### config.mk
export PLATFORM = sky130hd
export DESIGN_NAME = dbc_ctrl
export DESIGN_NICKNAME = d
export VERILOG_FILES = /design/src/design/dbc_pkg.sv /design/src/design/dbc_ctrl.sv
export SDC_FILE = /design/constraint.sdc
export NUM_CORES = 1
export LEC_CHECK = 0
export ABC_AREA = 1
export BUFFER_PORTS_ARGS = -buffer_cell sky130_fd_sc_hd__buf_2
export CAP_MARGIN = 25
export CORE_MARGIN = 2
export CORE_UTILIZATION = 60
export DETAILED_ROUTE_END_ITERATION = 10
export GPL_ROUTABILITY_DRIVEN = 0
export PLACE_DENSITY_LB_ADDON = 0.15
export SYNTH_ARGS = -nofsm -noshare
export SYNTH_HDL_FRONTEND = slang
export SYNTH_SLANG_ARGS = --single-unit
### constraint.sdc
create_clock -name mclk_in -period 3.2 [get_ports mclk_in]
set_input_delay 0.48 -clock mclk_in [delete_from_list [all_inputs] [get_ports mclk_in]]
set_output_delay 0.48 -clock mclk_in [all_outputs]
set_load 0.01 [all_outputs]
### src/design/dbc_pkg.sv
package dbc_pkg;
    // command pin levels {ras_n, cas_n, we_n}
    localparam logic [2:0] CMD_NOP = 3'h7;
    localparam logic [2:0] CMD_ACT = 3'h3;
    localparam logic [2:0] CMD_RD = 3'h5;
    localparam logic [2:0] CMD_WR = 3'h4;
    localparam logic [2:0] CMD_PRE = 3'h2;
    localparam logic [2:0] CMD_REF = 3'h1;
    localparam logic [2:0] CMD_LMR = 3'h0;
    // geometry
    localparam int NUM_BANKS = 4;
    localparam int BA_W = 2;
    localparam int ADDR_W = 14;
    localparam int COL_W = 10;
    localparam int AP_BIT = 10;
    // timing defaults, cycles of 4 ns
    localparam int CK_PS = 4000;
    localparam int T_WTR_PS = 7500;
    localparam int T_RCD_PS = 15000;
    localparam int T_RP_PS = 15000;
    localparam int T_RFC_PS = 105000;
    localparam int T_MRD_CK = 2;
    localparam int WTR_MIN_CK = 2;
    localparam int AP_TO_ACT_CK = 1;
    localparam int RD_WR_GAP_CK = 2;
    localparam int CNT_W = 8;
    // least times round up
    localparam int WTR_RAW = (T_WTR_PS + CK_PS - 1) / CK_PS;
    localparam int WTR_CK = (WTR_RAW > WTR_MIN_CK) ? WTR_RAW : WTR_MIN_CK;
    localparam int RCD_CK = (T_RCD_PS + CK_PS - 1) / CK_PS;
    localparam int RP_CK = (T_RP_PS + CK_PS - 1) / CK_PS;
    localparam int RFC_CK = (T_RFC_PS + CK_PS - 1) / CK_PS;
    localparam int CL_DEF = 5;
    localparam int BL_DEF = 4;
    localparam int AL_DEF = 0;

    // user request
    typedef struct packed {
        logic [2:0] op;
        logic [BA_W-1:0] bank;
        logic [ADDR_W-1:0] addr;
    } dbc_req_s;

    // pin bundle toward the memory
    typedef struct packed {
        logic cke;
        logic cs_n;
        logic ras_n;
        logic cas_n;
        logic we_n;
        logic [BA_W-1:0] ba;
        logic [ADDR_W-1:0] a;
    } dbc_pins_s;

    // per-bank state
    typedef enum logic [1:0] {
        BK_IDLE, BK_OPENING, BK_OPEN, BK_CLOSING
    } dbc_bank_e;
endpackage

### src/design/dbc_ctrl.sv
// Contract
// - nop is cs low, others high
// - issue only with clock enable held high
// - other bank may be commanded while busy
// - idle bank n imposes nothing on m
// - act/pre/read/write encodings to other bank
// - write after read burst completes
// - write-to-read waits max of two, tWTR
// - refresh and mode load only all idle
// - no read and write data contention
// - auto precharge cross-bank minimum delays
// - no command until mode set delay
// - precharge before activating another row
// - additive latency allows early column
// - never emit illegal state and command
`timescale 1ns/1ns
module dbc_ctrl
    import dbc_pkg::*;
#(
    parameter int CL = CL_DEF,
    parameter int BL = BL_DEF,
    parameter int AL = AL_DEF
) (
    // clock and reset
    input wire logic mclk_in,
    input wire logic srst_in,
    // user request
    input wire logic req_valid_in,
    input wire dbc_req_s req_in,
    output logic req_ready_out,
    output logic req_reject_out,
    // memory pins
    output dbc_pins_s pins_out,
    // status
    output logic [NUM_BANKS-1:0] bank_open_out
);
    // derived delays
    localparam int BL2 = BL / 2;
    localparam int RD2WR = BL2 + RD_WR_GAP_CK;
    localparam int WR2RD = (CL - 1) + BL2 + WTR_CK;
    localparam int RD2PRE = AL + BL2;
    localparam int WR2PRE = AL + CL - 1 + BL2 + WTR_CK;
    localparam logic [CNT_W-1:0] C_ONE = CNT_W'(1);

    // per-bank state and timers
    dbc_bank_e bst_q [NUM_BANKS];
    logic [CNT_W-1:0] btm_q [NUM_BANKS];
    logic [ADDR_W-1:0] row_q [NUM_BANKS];
    logic [NUM_BANKS-1:0] ap_q;
    // global spacing timers
    logic [CNT_W-1:0] rd_gap_q, wr_gap_q, any_gap_q;
    logic cke_q;
    dbc_pins_s pins_q;
    logic ready_q, reject_q;

    // decode of the request
    wire is_act = req_in.op == CMD_ACT;
    wire is_rd = req_in.op == CMD_RD;
    wire is_wr = req_in.op == CMD_WR;
    wire is_pre = req_in.op == CMD_PRE;
    wire is_ref = req_in.op == CMD_REF;
    wire is_lmr = req_in.op == CMD_LMR;
    wire is_nop = req_in.op == CMD_NOP;
    wire is_col = is_rd | is_wr;
    // the addressed bank's own state gates activate, column and precharge requests
    wire dbc_bank_e cur_st = bst_q[req_in.bank];
    wire cur_tm0 = btm_q[req_in.bank] == '0;

    // all banks idle with no pending timer
    logic all_idle;
    always_comb begin
        all_idle = 1'b1;
        for (int i = 0; i < NUM_BANKS; i++) begin
            if (bst_q[i] != BK_IDLE || btm_q[i] != '0) begin
                all_idle = 1'b0;
            end
        end
    end

    // legality of the request against bank and spacing state
    wire gap_ok = any_gap_q == '0;
    wire act_ok = cur_st == BK_IDLE && cur_tm0;
    // early column allowed by additive latency
    wire col_st_ok = (cur_st == BK_OPEN && !ap_q[req_in.bank]) ||
                     (cur_st == BK_OPENING &&
                      btm_q[req_in.bank] <= CNT_W'(AL));
    wire rd_ok = col_st_ok && rd_gap_q == '0;
    wire wr_ok = col_st_ok && wr_gap_q == '0;
    wire pre_ok = (cur_st == BK_OPEN && cur_tm0 && !ap_q[req_in.bank]) ||
                  cur_st == BK_IDLE;
    wire legal = cke_q && gap_ok && (is_nop ||
                 (is_act && act_ok) || (is_rd && rd_ok) ||
                 (is_wr && wr_ok) || (is_pre && pre_ok) ||
                 ((is_ref || is_lmr) && all_idle));
    wire take = req_valid_in && legal && ready_q;
    wire refuse = req_valid_in && !legal;
    wire ap_bit = req_in.addr[AP_BIT];

    // pin values for the taken command
    dbc_pins_s pins_d;
    always_comb begin
        pins_d = pins_q;
        pins_d.cke = 1'b1;
        pins_d.cs_n = 1'b1; // deselect by default
        if (take) begin
            pins_d.cs_n = 1'b0;
            {pins_d.ras_n, pins_d.cas_n, pins_d.we_n} = req_in.op;
            pins_d.ba = req_in.bank;
            pins_d.a = req_in.addr;
            if (is_col) begin
                // column bits plus the auto precharge flag
                pins_d.a = '0;
                pins_d.a[COL_W-1:0] = req_in.addr[COL_W-1:0];
                pins_d.a[AP_BIT] = ap_bit;
            end
        end
    end

    // clock enable held high after reset
    always_ff @(posedge mclk_in) begin
        cke_q <= !srst_in;
    end

    // output registers
    always_ff @(posedge mclk_in) begin
        if (srst_in) begin
            pins_q <= '{cke: 1'b0, cs_n: 1'b1, ras_n: 1'b1, cas_n: 1'b1,
                        we_n: 1'b1, ba: '0, a: '0};
            ready_q <= 1'b0;
            reject_q <= 1'b0;
        end else begin
            pins_q <= pins_d;
            ready_q <= 1'b1;
            reject_q <= refuse;
        end
    end

    // global spacing counters
    always_ff @(posedge mclk_in) begin
        if (srst_in) begin
            rd_gap_q <= '0;
            wr_gap_q <= '0;
            any_gap_q <= '0;
        end else if (take && is_lmr) begin
            any_gap_q <= CNT_W'(T_MRD_CK - 1);
        end else if (take && is_ref) begin
            any_gap_q <= CNT_W'(RFC_CK - 1);
        end else begin
            if (any_gap_q != '0) begin
                any_gap_q <= any_gap_q - C_ONE;
            end
            if (take && is_rd) begin
                // read burst must drain before a write
                rd_gap_q <= CNT_W'(BL2 - 1);
                wr_gap_q <= CNT_W'(RD2WR - 1);
            end else if (take && is_wr) begin
                // write-to-read turnaround
                rd_gap_q <= CNT_W'(WR2RD - 1);
                wr_gap_q <= CNT_W'(BL2 - 1);
            end else begin
                if (rd_gap_q != '0) begin
                    rd_gap_q <= rd_gap_q - C_ONE;
                end
                if (wr_gap_q != '0) begin
                    wr_gap_q <= wr_gap_q - C_ONE;
                end
            end
        end
    end

    // per-bank state machines
    for (genvar b = 0; b < NUM_BANKS; b++) begin : g_bank
        wire hit = take && req_in.bank == BA_W'(b);
        always_ff @(posedge mclk_in) begin
            if (srst_in) begin
                bst_q[b] <= BK_IDLE;
                btm_q[b] <= '0;
                row_q[b] <= '0;
                ap_q[b] <= 1'b0;
            end else if (hit && is_act) begin
                bst_q[b] <= BK_OPENING;
                btm_q[b] <= CNT_W'(RCD_CK - 1);
                row_q[b] <= req_in.addr;
            end else if (hit && is_col) begin
                bst_q[b] <= BK_OPEN;
                ap_q[b] <= ap_bit;
                // access period before the bank may close
                btm_q[b] <= is_rd ? CNT_W'(RD2PRE) : CNT_W'(WR2PRE);
            end else if (hit && is_pre) begin
                bst_q[b] <= BK_CLOSING;
                btm_q[b] <= CNT_W'(RP_CK - 1);
            end else if (btm_q[b] != '0) begin
                btm_q[b] <= btm_q[b] - C_ONE;
            end else begin
                unique case (bst_q[b])
                    BK_OPENING: bst_q[b] <= BK_OPEN;
                    BK_OPEN: begin
                        if (ap_q[b]) begin
                            // auto precharge period begins
                            bst_q[b] <= BK_CLOSING;
                            btm_q[b] <= CNT_W'(RP_CK - 1);
                            ap_q[b] <= 1'b0;
                        end
                    end
                    BK_CLOSING: bst_q[b] <= BK_IDLE;
                    BK_IDLE: ;
                endcase
            end
        end
    end

    // bank open flags registered
    logic [NUM_BANKS-1:0] open_q;
    always_ff @(posedge mclk_in) begin
        for (int i = 0; i < NUM_BANKS; i++) begin
            open_q[i] <= srst_in ? 1'b0 : bst_q[i] != BK_IDLE;
        end
    end

    assign pins_out = pins_q;
    assign req_ready_out = ready_q;
    assign req_reject_out = reject_q;
    assign bank_open_out = open_q;

    // checks on commands leaving the block
    a_lmr_all_idle: assert property (
        @(posedge mclk_in) disable iff (srst_in)
        take && (is_lmr || is_ref) |-> all_idle)
        else $error("refresh or mode load with bank busy");
    a_mrd_quiet: assert property (
        @(posedge mclk_in) disable iff (srst_in)
        take && is_lmr |=> !take)
        else $error("command inside mode set delay");
    // refresh holds off every command for a while
    a_rfc_quiet: assert property (
        @(posedge mclk_in) disable iff (srst_in)
        take && is_ref |=> (!take) [*8])
        else $error("command inside refresh time");
    // turnaround and same-direction spacing between column commands
    a_rd_wr_gap: assert property (
        @(posedge mclk_in) disable iff (srst_in)
        take && is_rd |=> !(take && is_wr))
        else $error("write too soon after read");
    a_wr_rd_gap: assert property (
        @(posedge mclk_in) disable iff (srst_in)
        take && is_wr |=> !(take && is_rd) [*2])
        else $error("read too soon after write");
    a_rd_rd_gap: assert property (
        @(posedge mclk_in) disable iff (srst_in)
        take && is_rd |=> !(take && is_rd))
        else $error("read too soon after read");
    a_wr_wr_gap: assert property (
        @(posedge mclk_in) disable iff (srst_in)
        take && is_wr |=> !(take && is_wr))
        else $error("write too soon after write");
    // bank state gating
    a_act_closed: assert property (
        @(posedge mclk_in) disable iff (srst_in)
        take && is_act |-> cur_st == BK_IDLE)
        else $error("activate on open bank");
    a_col_open: assert property (
        @(posedge mclk_in) disable iff (srst_in)
        take && is_col |-> cur_st == BK_OPEN || cur_st == BK_OPENING)
        else $error("column command to closed bank");
    a_pre_no_ap: assert property (
        @(posedge mclk_in) disable iff (srst_in)
        take && is_pre |-> !(cur_st == BK_OPEN && ap_q[req_in.bank]))
        else $error("precharge during auto precharge access");
    // what the pins show around a take
    a_cke_held: assert property (
        @(posedge mclk_in) disable iff (srst_in)
        take |-> pins_out.cke)
        else $error("command issued with clock enable low");
    a_cmd_pins: assert property (
        @(posedge mclk_in) disable iff (srst_in)
        take |=> !pins_out.cs_n && pins_out.ba == $past(req_in.bank))
        else $error("taken command not driven");
    a_row_kept: assert property (
        @(posedge mclk_in) disable iff (srst_in)
        take && is_act |=> pins_out.a == row_q[$past(req_in.bank)])
        else $error("stored row differs from driven row");
    a_idle_desel: assert property (
        @(posedge mclk_in) disable iff (srst_in)
        !take |=> pins_out.cs_n)
        else $error("chip select low without command");
    a_ap_flag: assert property (
        @(posedge mclk_in) disable iff (srst_in)
        take && is_col |=> pins_out.a[AP_BIT] == $past(ap_bit))
        else $error("auto precharge bit lost");
    // refusal answer
    a_reject_pulse: assert property (
        @(posedge mclk_in) disable iff (srst_in)
        refuse |=> req_reject_out)
        else $error("illegal request not refused");
endmodule

== Word-level counts from Yosys, hierarchy flattened ==
Memories as Yosys holds them, arrays and structs flattened.
Cells that the tools add are included.

* Bits of input ports: 22
* Bits in registers: 56
* Bits in writable memories: 40
* Output and inout bits: 27
* Memories kept: 2
* Logic and storage cells: 441

{| class="wikitable"
|+ Memories
! memory !! words !! width !! read ports !! clocked after memory_dff !! write ports !! line !! RTL
|-
| btm_q || 4 || 8 || 5 || 0 || 4 || dbc_ctrl.sv:47 || <nowiki>logic [CNT_W-1:0] btm_q [NUM_BANKS];</nowiki>
|-
| bst_q || 4 || 2 || 5 || 0 || 4 || dbc_ctrl.sv:46 || <nowiki>dbc_bank_e bst_q [NUM_BANKS];</nowiki>
|}

* Reduce and logical (&&, ||, !) cells: 86
* Order comparisons: 2
* Eq/ne operators: 31
* $add $sub $neg: 7
* Bitwise gates (word level): 51
* Multiplexer cells: 242

{| class="wikitable"
|+ Operator list
! operator !! count
|-
| two-way mux 8 bit || 26
|-
| two-way mux 1 bit || 185
|-
| nonzero test 8 bit || 7
|-
| subtractor 8 x 1 -> 8 bit, second input constant || 7
|-
| two-way mux 2 bit || 24
|-
| bitwise OR 1 bit || 45
|-
| logical AND 1 bit || 37
|-
| logical NOT 8 bit || 4
|-
| == test 2 bit, second input constant || 11
|-
| two-way mux 21 bit || 1
|-
| two-way mux 20 bit || 1
|-
| nonzero test 2 bit || 9
|-
| inequality test 2 bit, second input constant || 8
|-
| AND reduction 4 bit || 4
|-
| two-way mux 14 bit || 1
|-
| == test 2 x 1 -> 1 bit, second input constant || 6
|-
| logical OR 1 bit || 12
|-
| two-way mux 5 bit || 2
|-
| == test 3 bit, second input constant || 3
|-
| nonzero test 3 bit || 3
|-
| less-or-equal comparator 8 x 1 -> 1 bit, second input constant || 1
|-
| == test 3 x 2 -> 1 bit, second input constant || 2
|-
| NOT 1 bit || 6
|-
| AND reduction 3 bit || 2
|-
| other kinds (9) || 12
|}

== Depth between registers and ports, before layout ==
* Depth in word-level cells: 25
* Gate-level depth with buffers: 21
* Gate-level depth less buffers: 21

== Worst setup path after synthesis ==
No wires, ideal clock.

* Path kind: input to register
* Start point: input req_in[17] in the netlist's numbering
* End point: memory btm_q[1][0], enable pin
* Stages on the path: 16
* Setup slack: 593 ps
* Library setup time: 338 ps
* Arrival time: 2269 ps
* Required time: 2862 ps
* Buffers on the path: 1
* Cell sequence: inv_1 > nand2_2 > nor2_4 > inv_1 > o21ai_0 > inv_1 > a21oi_2 > nor2_1 > nand2_2 > nand3_2 > buf_8 > nor2_4 > nand2_1 > nor2_2 > nor2_2 > nand3b_1

{| class="wikitable"
|+ RTL lines
! item !! line !! RTL
|-
| start: declaration || dbc_ctrl.sv:29 || <nowiki>input wire dbc_req_s req_in,</nowiki>
|-
| end: declaration || dbc_ctrl.sv:47 ||
|}

==> flow_metrics.tcl <==
set metrics [dict create \
    wl_per_cell_um 14.3 \
    synth_fp_nets 781 \
    cts-root-buf "clkbuf_8" \
    instances_no_fill 923 \
    grt-ovfl-total 0 \
    yosys_register_bits 94 \
    cts_buffer_depth 2 \
    grt.total_usage_pct 27.6 \
    dpl.hpwl_um 10000 \
    grt_max_degree 23 \
    synth.distinct_cells 43 \
    rr_worst_depth 14 \
    hp-class "in2reg" \
    final_layout_size_suffix_gt1_share_pct 17.3 \
    worst-path-buf-inv 1 \
    crit_type "reg2reg" \
    fin_nets 843 \
    cts.clk_slew.worst_paths_ns 0.10 \
    finalClockSkew_ns 0.0182 \
    hold_buffers 0 \
    yosysSeqAreaShare_pct 41.5 \
    grt_pass1_wl_um 22100 \
    slew-limit-headroom_pct 64.5 \
    synth_most_common_cell "nand2_1" \
    worst_setup_path_start_kind "flop" \
    hold_viol 0 \
    p_switching_mw 1.78 \
    postSynthCellCount 748 \
    h-tree-depth 3 \
    post_cts_buffers 0 \
    avgSynthCellArea_sq_um 7.35 \
    yosys-top-cells-area "edfxtp_1 22%, dfxtp_1 20%, nand2_1 12%, nor2_1 8.5%, inv_1 5.5%" \
    tritoncts "yes" \
    dr.pass1.iters 8 \
    rsz0062_at_grt "no" \
    cpMaxStageDelayCell "nor3_1" \
    path_max_fanout 8 \
    final-max-slew-violation-count 0 \
    first_global_vias 4821 \
    holdPathStages 3 \
    yosys_warnings 0 \
    sw_frac_of_total_pct 40.3 \
    vdd_drop_max_mv 0.512 \
    power_leakage_nw 2.87 \
    min_period_over_period_pct 94.4 \
    synth_edf_count 40 \
    ys_top_cells_by_count "170 x nand2_1, 125 x nor2_1, 81 x inv_1" \
    diodes 0 \
    vias 5134 \
    cp-end-kind "flop" \
    cp.required_ns 3.29 \
    setup_tns_ns 0 \
    p_int_mw 2.64 \
    synth_top_area_share_pct 21.8 \
    area_delta_synth_final_pct 11.9 \
    io_buffers 48 \
    nFillCells 724 \
    die-area_sq_um 9950 \
    clock_latency_ns 0.37 \
    avgViaCountPerCell 5.56 \
    worst_slack_ns 0.178 \
    post_cts_resized 0 \
    max_cap_viol_count 0 \
    tightest_slew_ns 0.528 \
    cellPowerDensity_nw_per_um2 719 \
    drt_iter0_drc 369 \
    cp_slowest_stage_delay_ns 0.45 \
    clock-sinks 94 \
    routed_wirelength_um 13200 \
    coreArea_sq_um 8810 \
    max_freq_mhz 331 \
    die_height_um 99.7 \
    grt_antenna_before_repair 0 \
    row_count 34 \
    async_flop_share_pct 0 \
    drc_errors 0 \
    pre_cts_ws_ns 0.127 \
    cp_top_family "simple AND/OR/NAND/NOR gates" \
    outcome "finished, final reports clean" \
    ios 49 \
    min_period_ns 3.02 \
    antenna_left 0 \
    setup_viol 0 \
    power.share.combinational_pct 41.7 \
    initial_core_util_pct 62.5 \
    dpl.cell_count 907 \
    numCtsBuffers 9 \
    die_x_um 99.7 \
    seqPwrFrac_pct 40.2 \
    crit_path_cell_trace "nor2_1 > nand2_1 > nor3_1 > nand4_1 > nor2_1 > a21oi_2 > nand2_2 > nand4_1 > nor2_2 > nor2_4 > nand3_2 > nand3_1 > inv_2 > nand2_2" \
    crit_cells 14 \
    synthFlopType "dfxtp_1" \
    synth_area_sq_um 5500 \
    yosysTopAreaCell "edfxtp_1" \
    cp.arrival_ns 3.11 \
    clkPwrFrac_pct 18.1 \
]
==> per-stage QoR <==
stage / total power [mW] / instance area [sq um] / hold slack [ns] / utilization (%)
3_3_place_gp: 3.54 / 5930 / 0.449 / 67.4
2_1_floorplan: 3.18 / 5500 / 0.444 / -
4_1_cts: 4.42 / 6130 / 0.330 / 69.6
6_report: 4.42 / 6150 / 0.340 / 69.9
5_1_grt: 4.78 / 6150 / 0.329 / 69.9
3_5_place_dp: 3.62 / 5930 / 0.455 / 67.4
==> state kept, by name, summed over array words and instances, names as in the netlist <==
register        cells
cke_q               1
btm_q              32
wr_gap_q            8
bst_q               8
bank_open_out       4
rd_gap_q            8
req_reject_out      1
pins_out           20
any_gap_q           8
ap_q                4
==> power by group through the flow <==
stage / clock network [mW] / registers (mW) / logic [mW]
2_1_floorplan: 0 / 1.75 / 1.42
3_3_place_gp: 0 / 1.78 / 1.76
3_5_place_dp: 0 / 1.80 / 1.82
4_1_cts: 0.816 / 1.77 / 1.83
5_1_grt: 0.866 / 1.81 / 2.11
6_report: 0.801 / 1.78 / 1.84
==> worst paths after layout <==
kind                     from  slack, ns          end
setup / recovery  btm_q[1][4]       0.18  btm_q[2][6]
hold / removal      req_in[0]       0.34  pins_out[0]
setup reg to reg  btm_q[1][4]       0.18  btm_q[2][6]
hold reg to reg   pins_out[4]       0.47  pins_out[4]
==> worst register-to-register path, cell delays in order (launching register included) <==
cell      delay, ns
edfxtp_1       0.43
nor2_1         0.22
nand2_1        0.16
nor3_1         0.45
nand4_1        0.16
nor2_1         0.15
a21oi_2        0.05
nand2_2        0.11
nand4_1        0.21
nor2_2         0.20
nor2_4         0.08
nand3_2        0.15
nand3_1        0.13
inv_2          0.10
nand2_2        0.14
==> cells in the final DEF, fill, tap and decap left out, drive strengths merged <==
cell,count
a211oi,1
a21oi,43
a31oi,2
a41oi,1
buf,66
clkbuf,12
clkinvlp,1
dfxtp,54
edfxtp,40
ha,11
inv,96
nand2,181
nand3,53
nand3b,4
nand4,17
nor2,143
nor3,17
nor3b,2
nor4,4
o2111ai,1
o21ai,31
o21bai,1
o22ai,1
o311ai,2
o31ai,5
or2,3
xnor2,12
xor2,11
==> cell families (layout without fill, tap and decap cells) <==
family	Yosys count	after routing	share of synthesized area (%)
simple gates	424	424	35.1
xor+xnor	23	23	3.66
flops	94	94	41.5
fa+ha+maj	11	11	2.50
buf+inv	108	175	7.87
compound gates	88	88	9.33
==> final cells by class <==
| cell class | count | area (sq um) | share of cell area (%) |
|---|---|---|---|
| clock buffers | 12 | 166 | 2.70 |
| clock inverters | 4 | 33.8 | 0.549 |
| inverters | 93 | 354 | 5.76 |
| multi-input cells | 546 | 2810 | 45.6 |
| flip-flops and latches | 94 | 2280 | 37.1 |
| well taps | 108 | 135 | 2.20 |
| repair buffers | 66 | 375 | 6.10 |
==> layer usage <==
| layer | vias up | track usage (%) | wire length, um | part of all wire [%] |
|---|---|---|---|---|
| met5 | - | 0 | 0 | 0 |
| met2 | 197 | 45.5 | 6320 | 48 |
| li1 | 2549 | - | - | - |
| met4 | 0 | 9.91 | 337 | 2.5 |
| met1 | 2353 | 35.5 | 5640 | 43 |
| met3 | 35 | 6.54 | 941 | 7.1 |
Note: power is estimated with default switching activity, not from simulation.
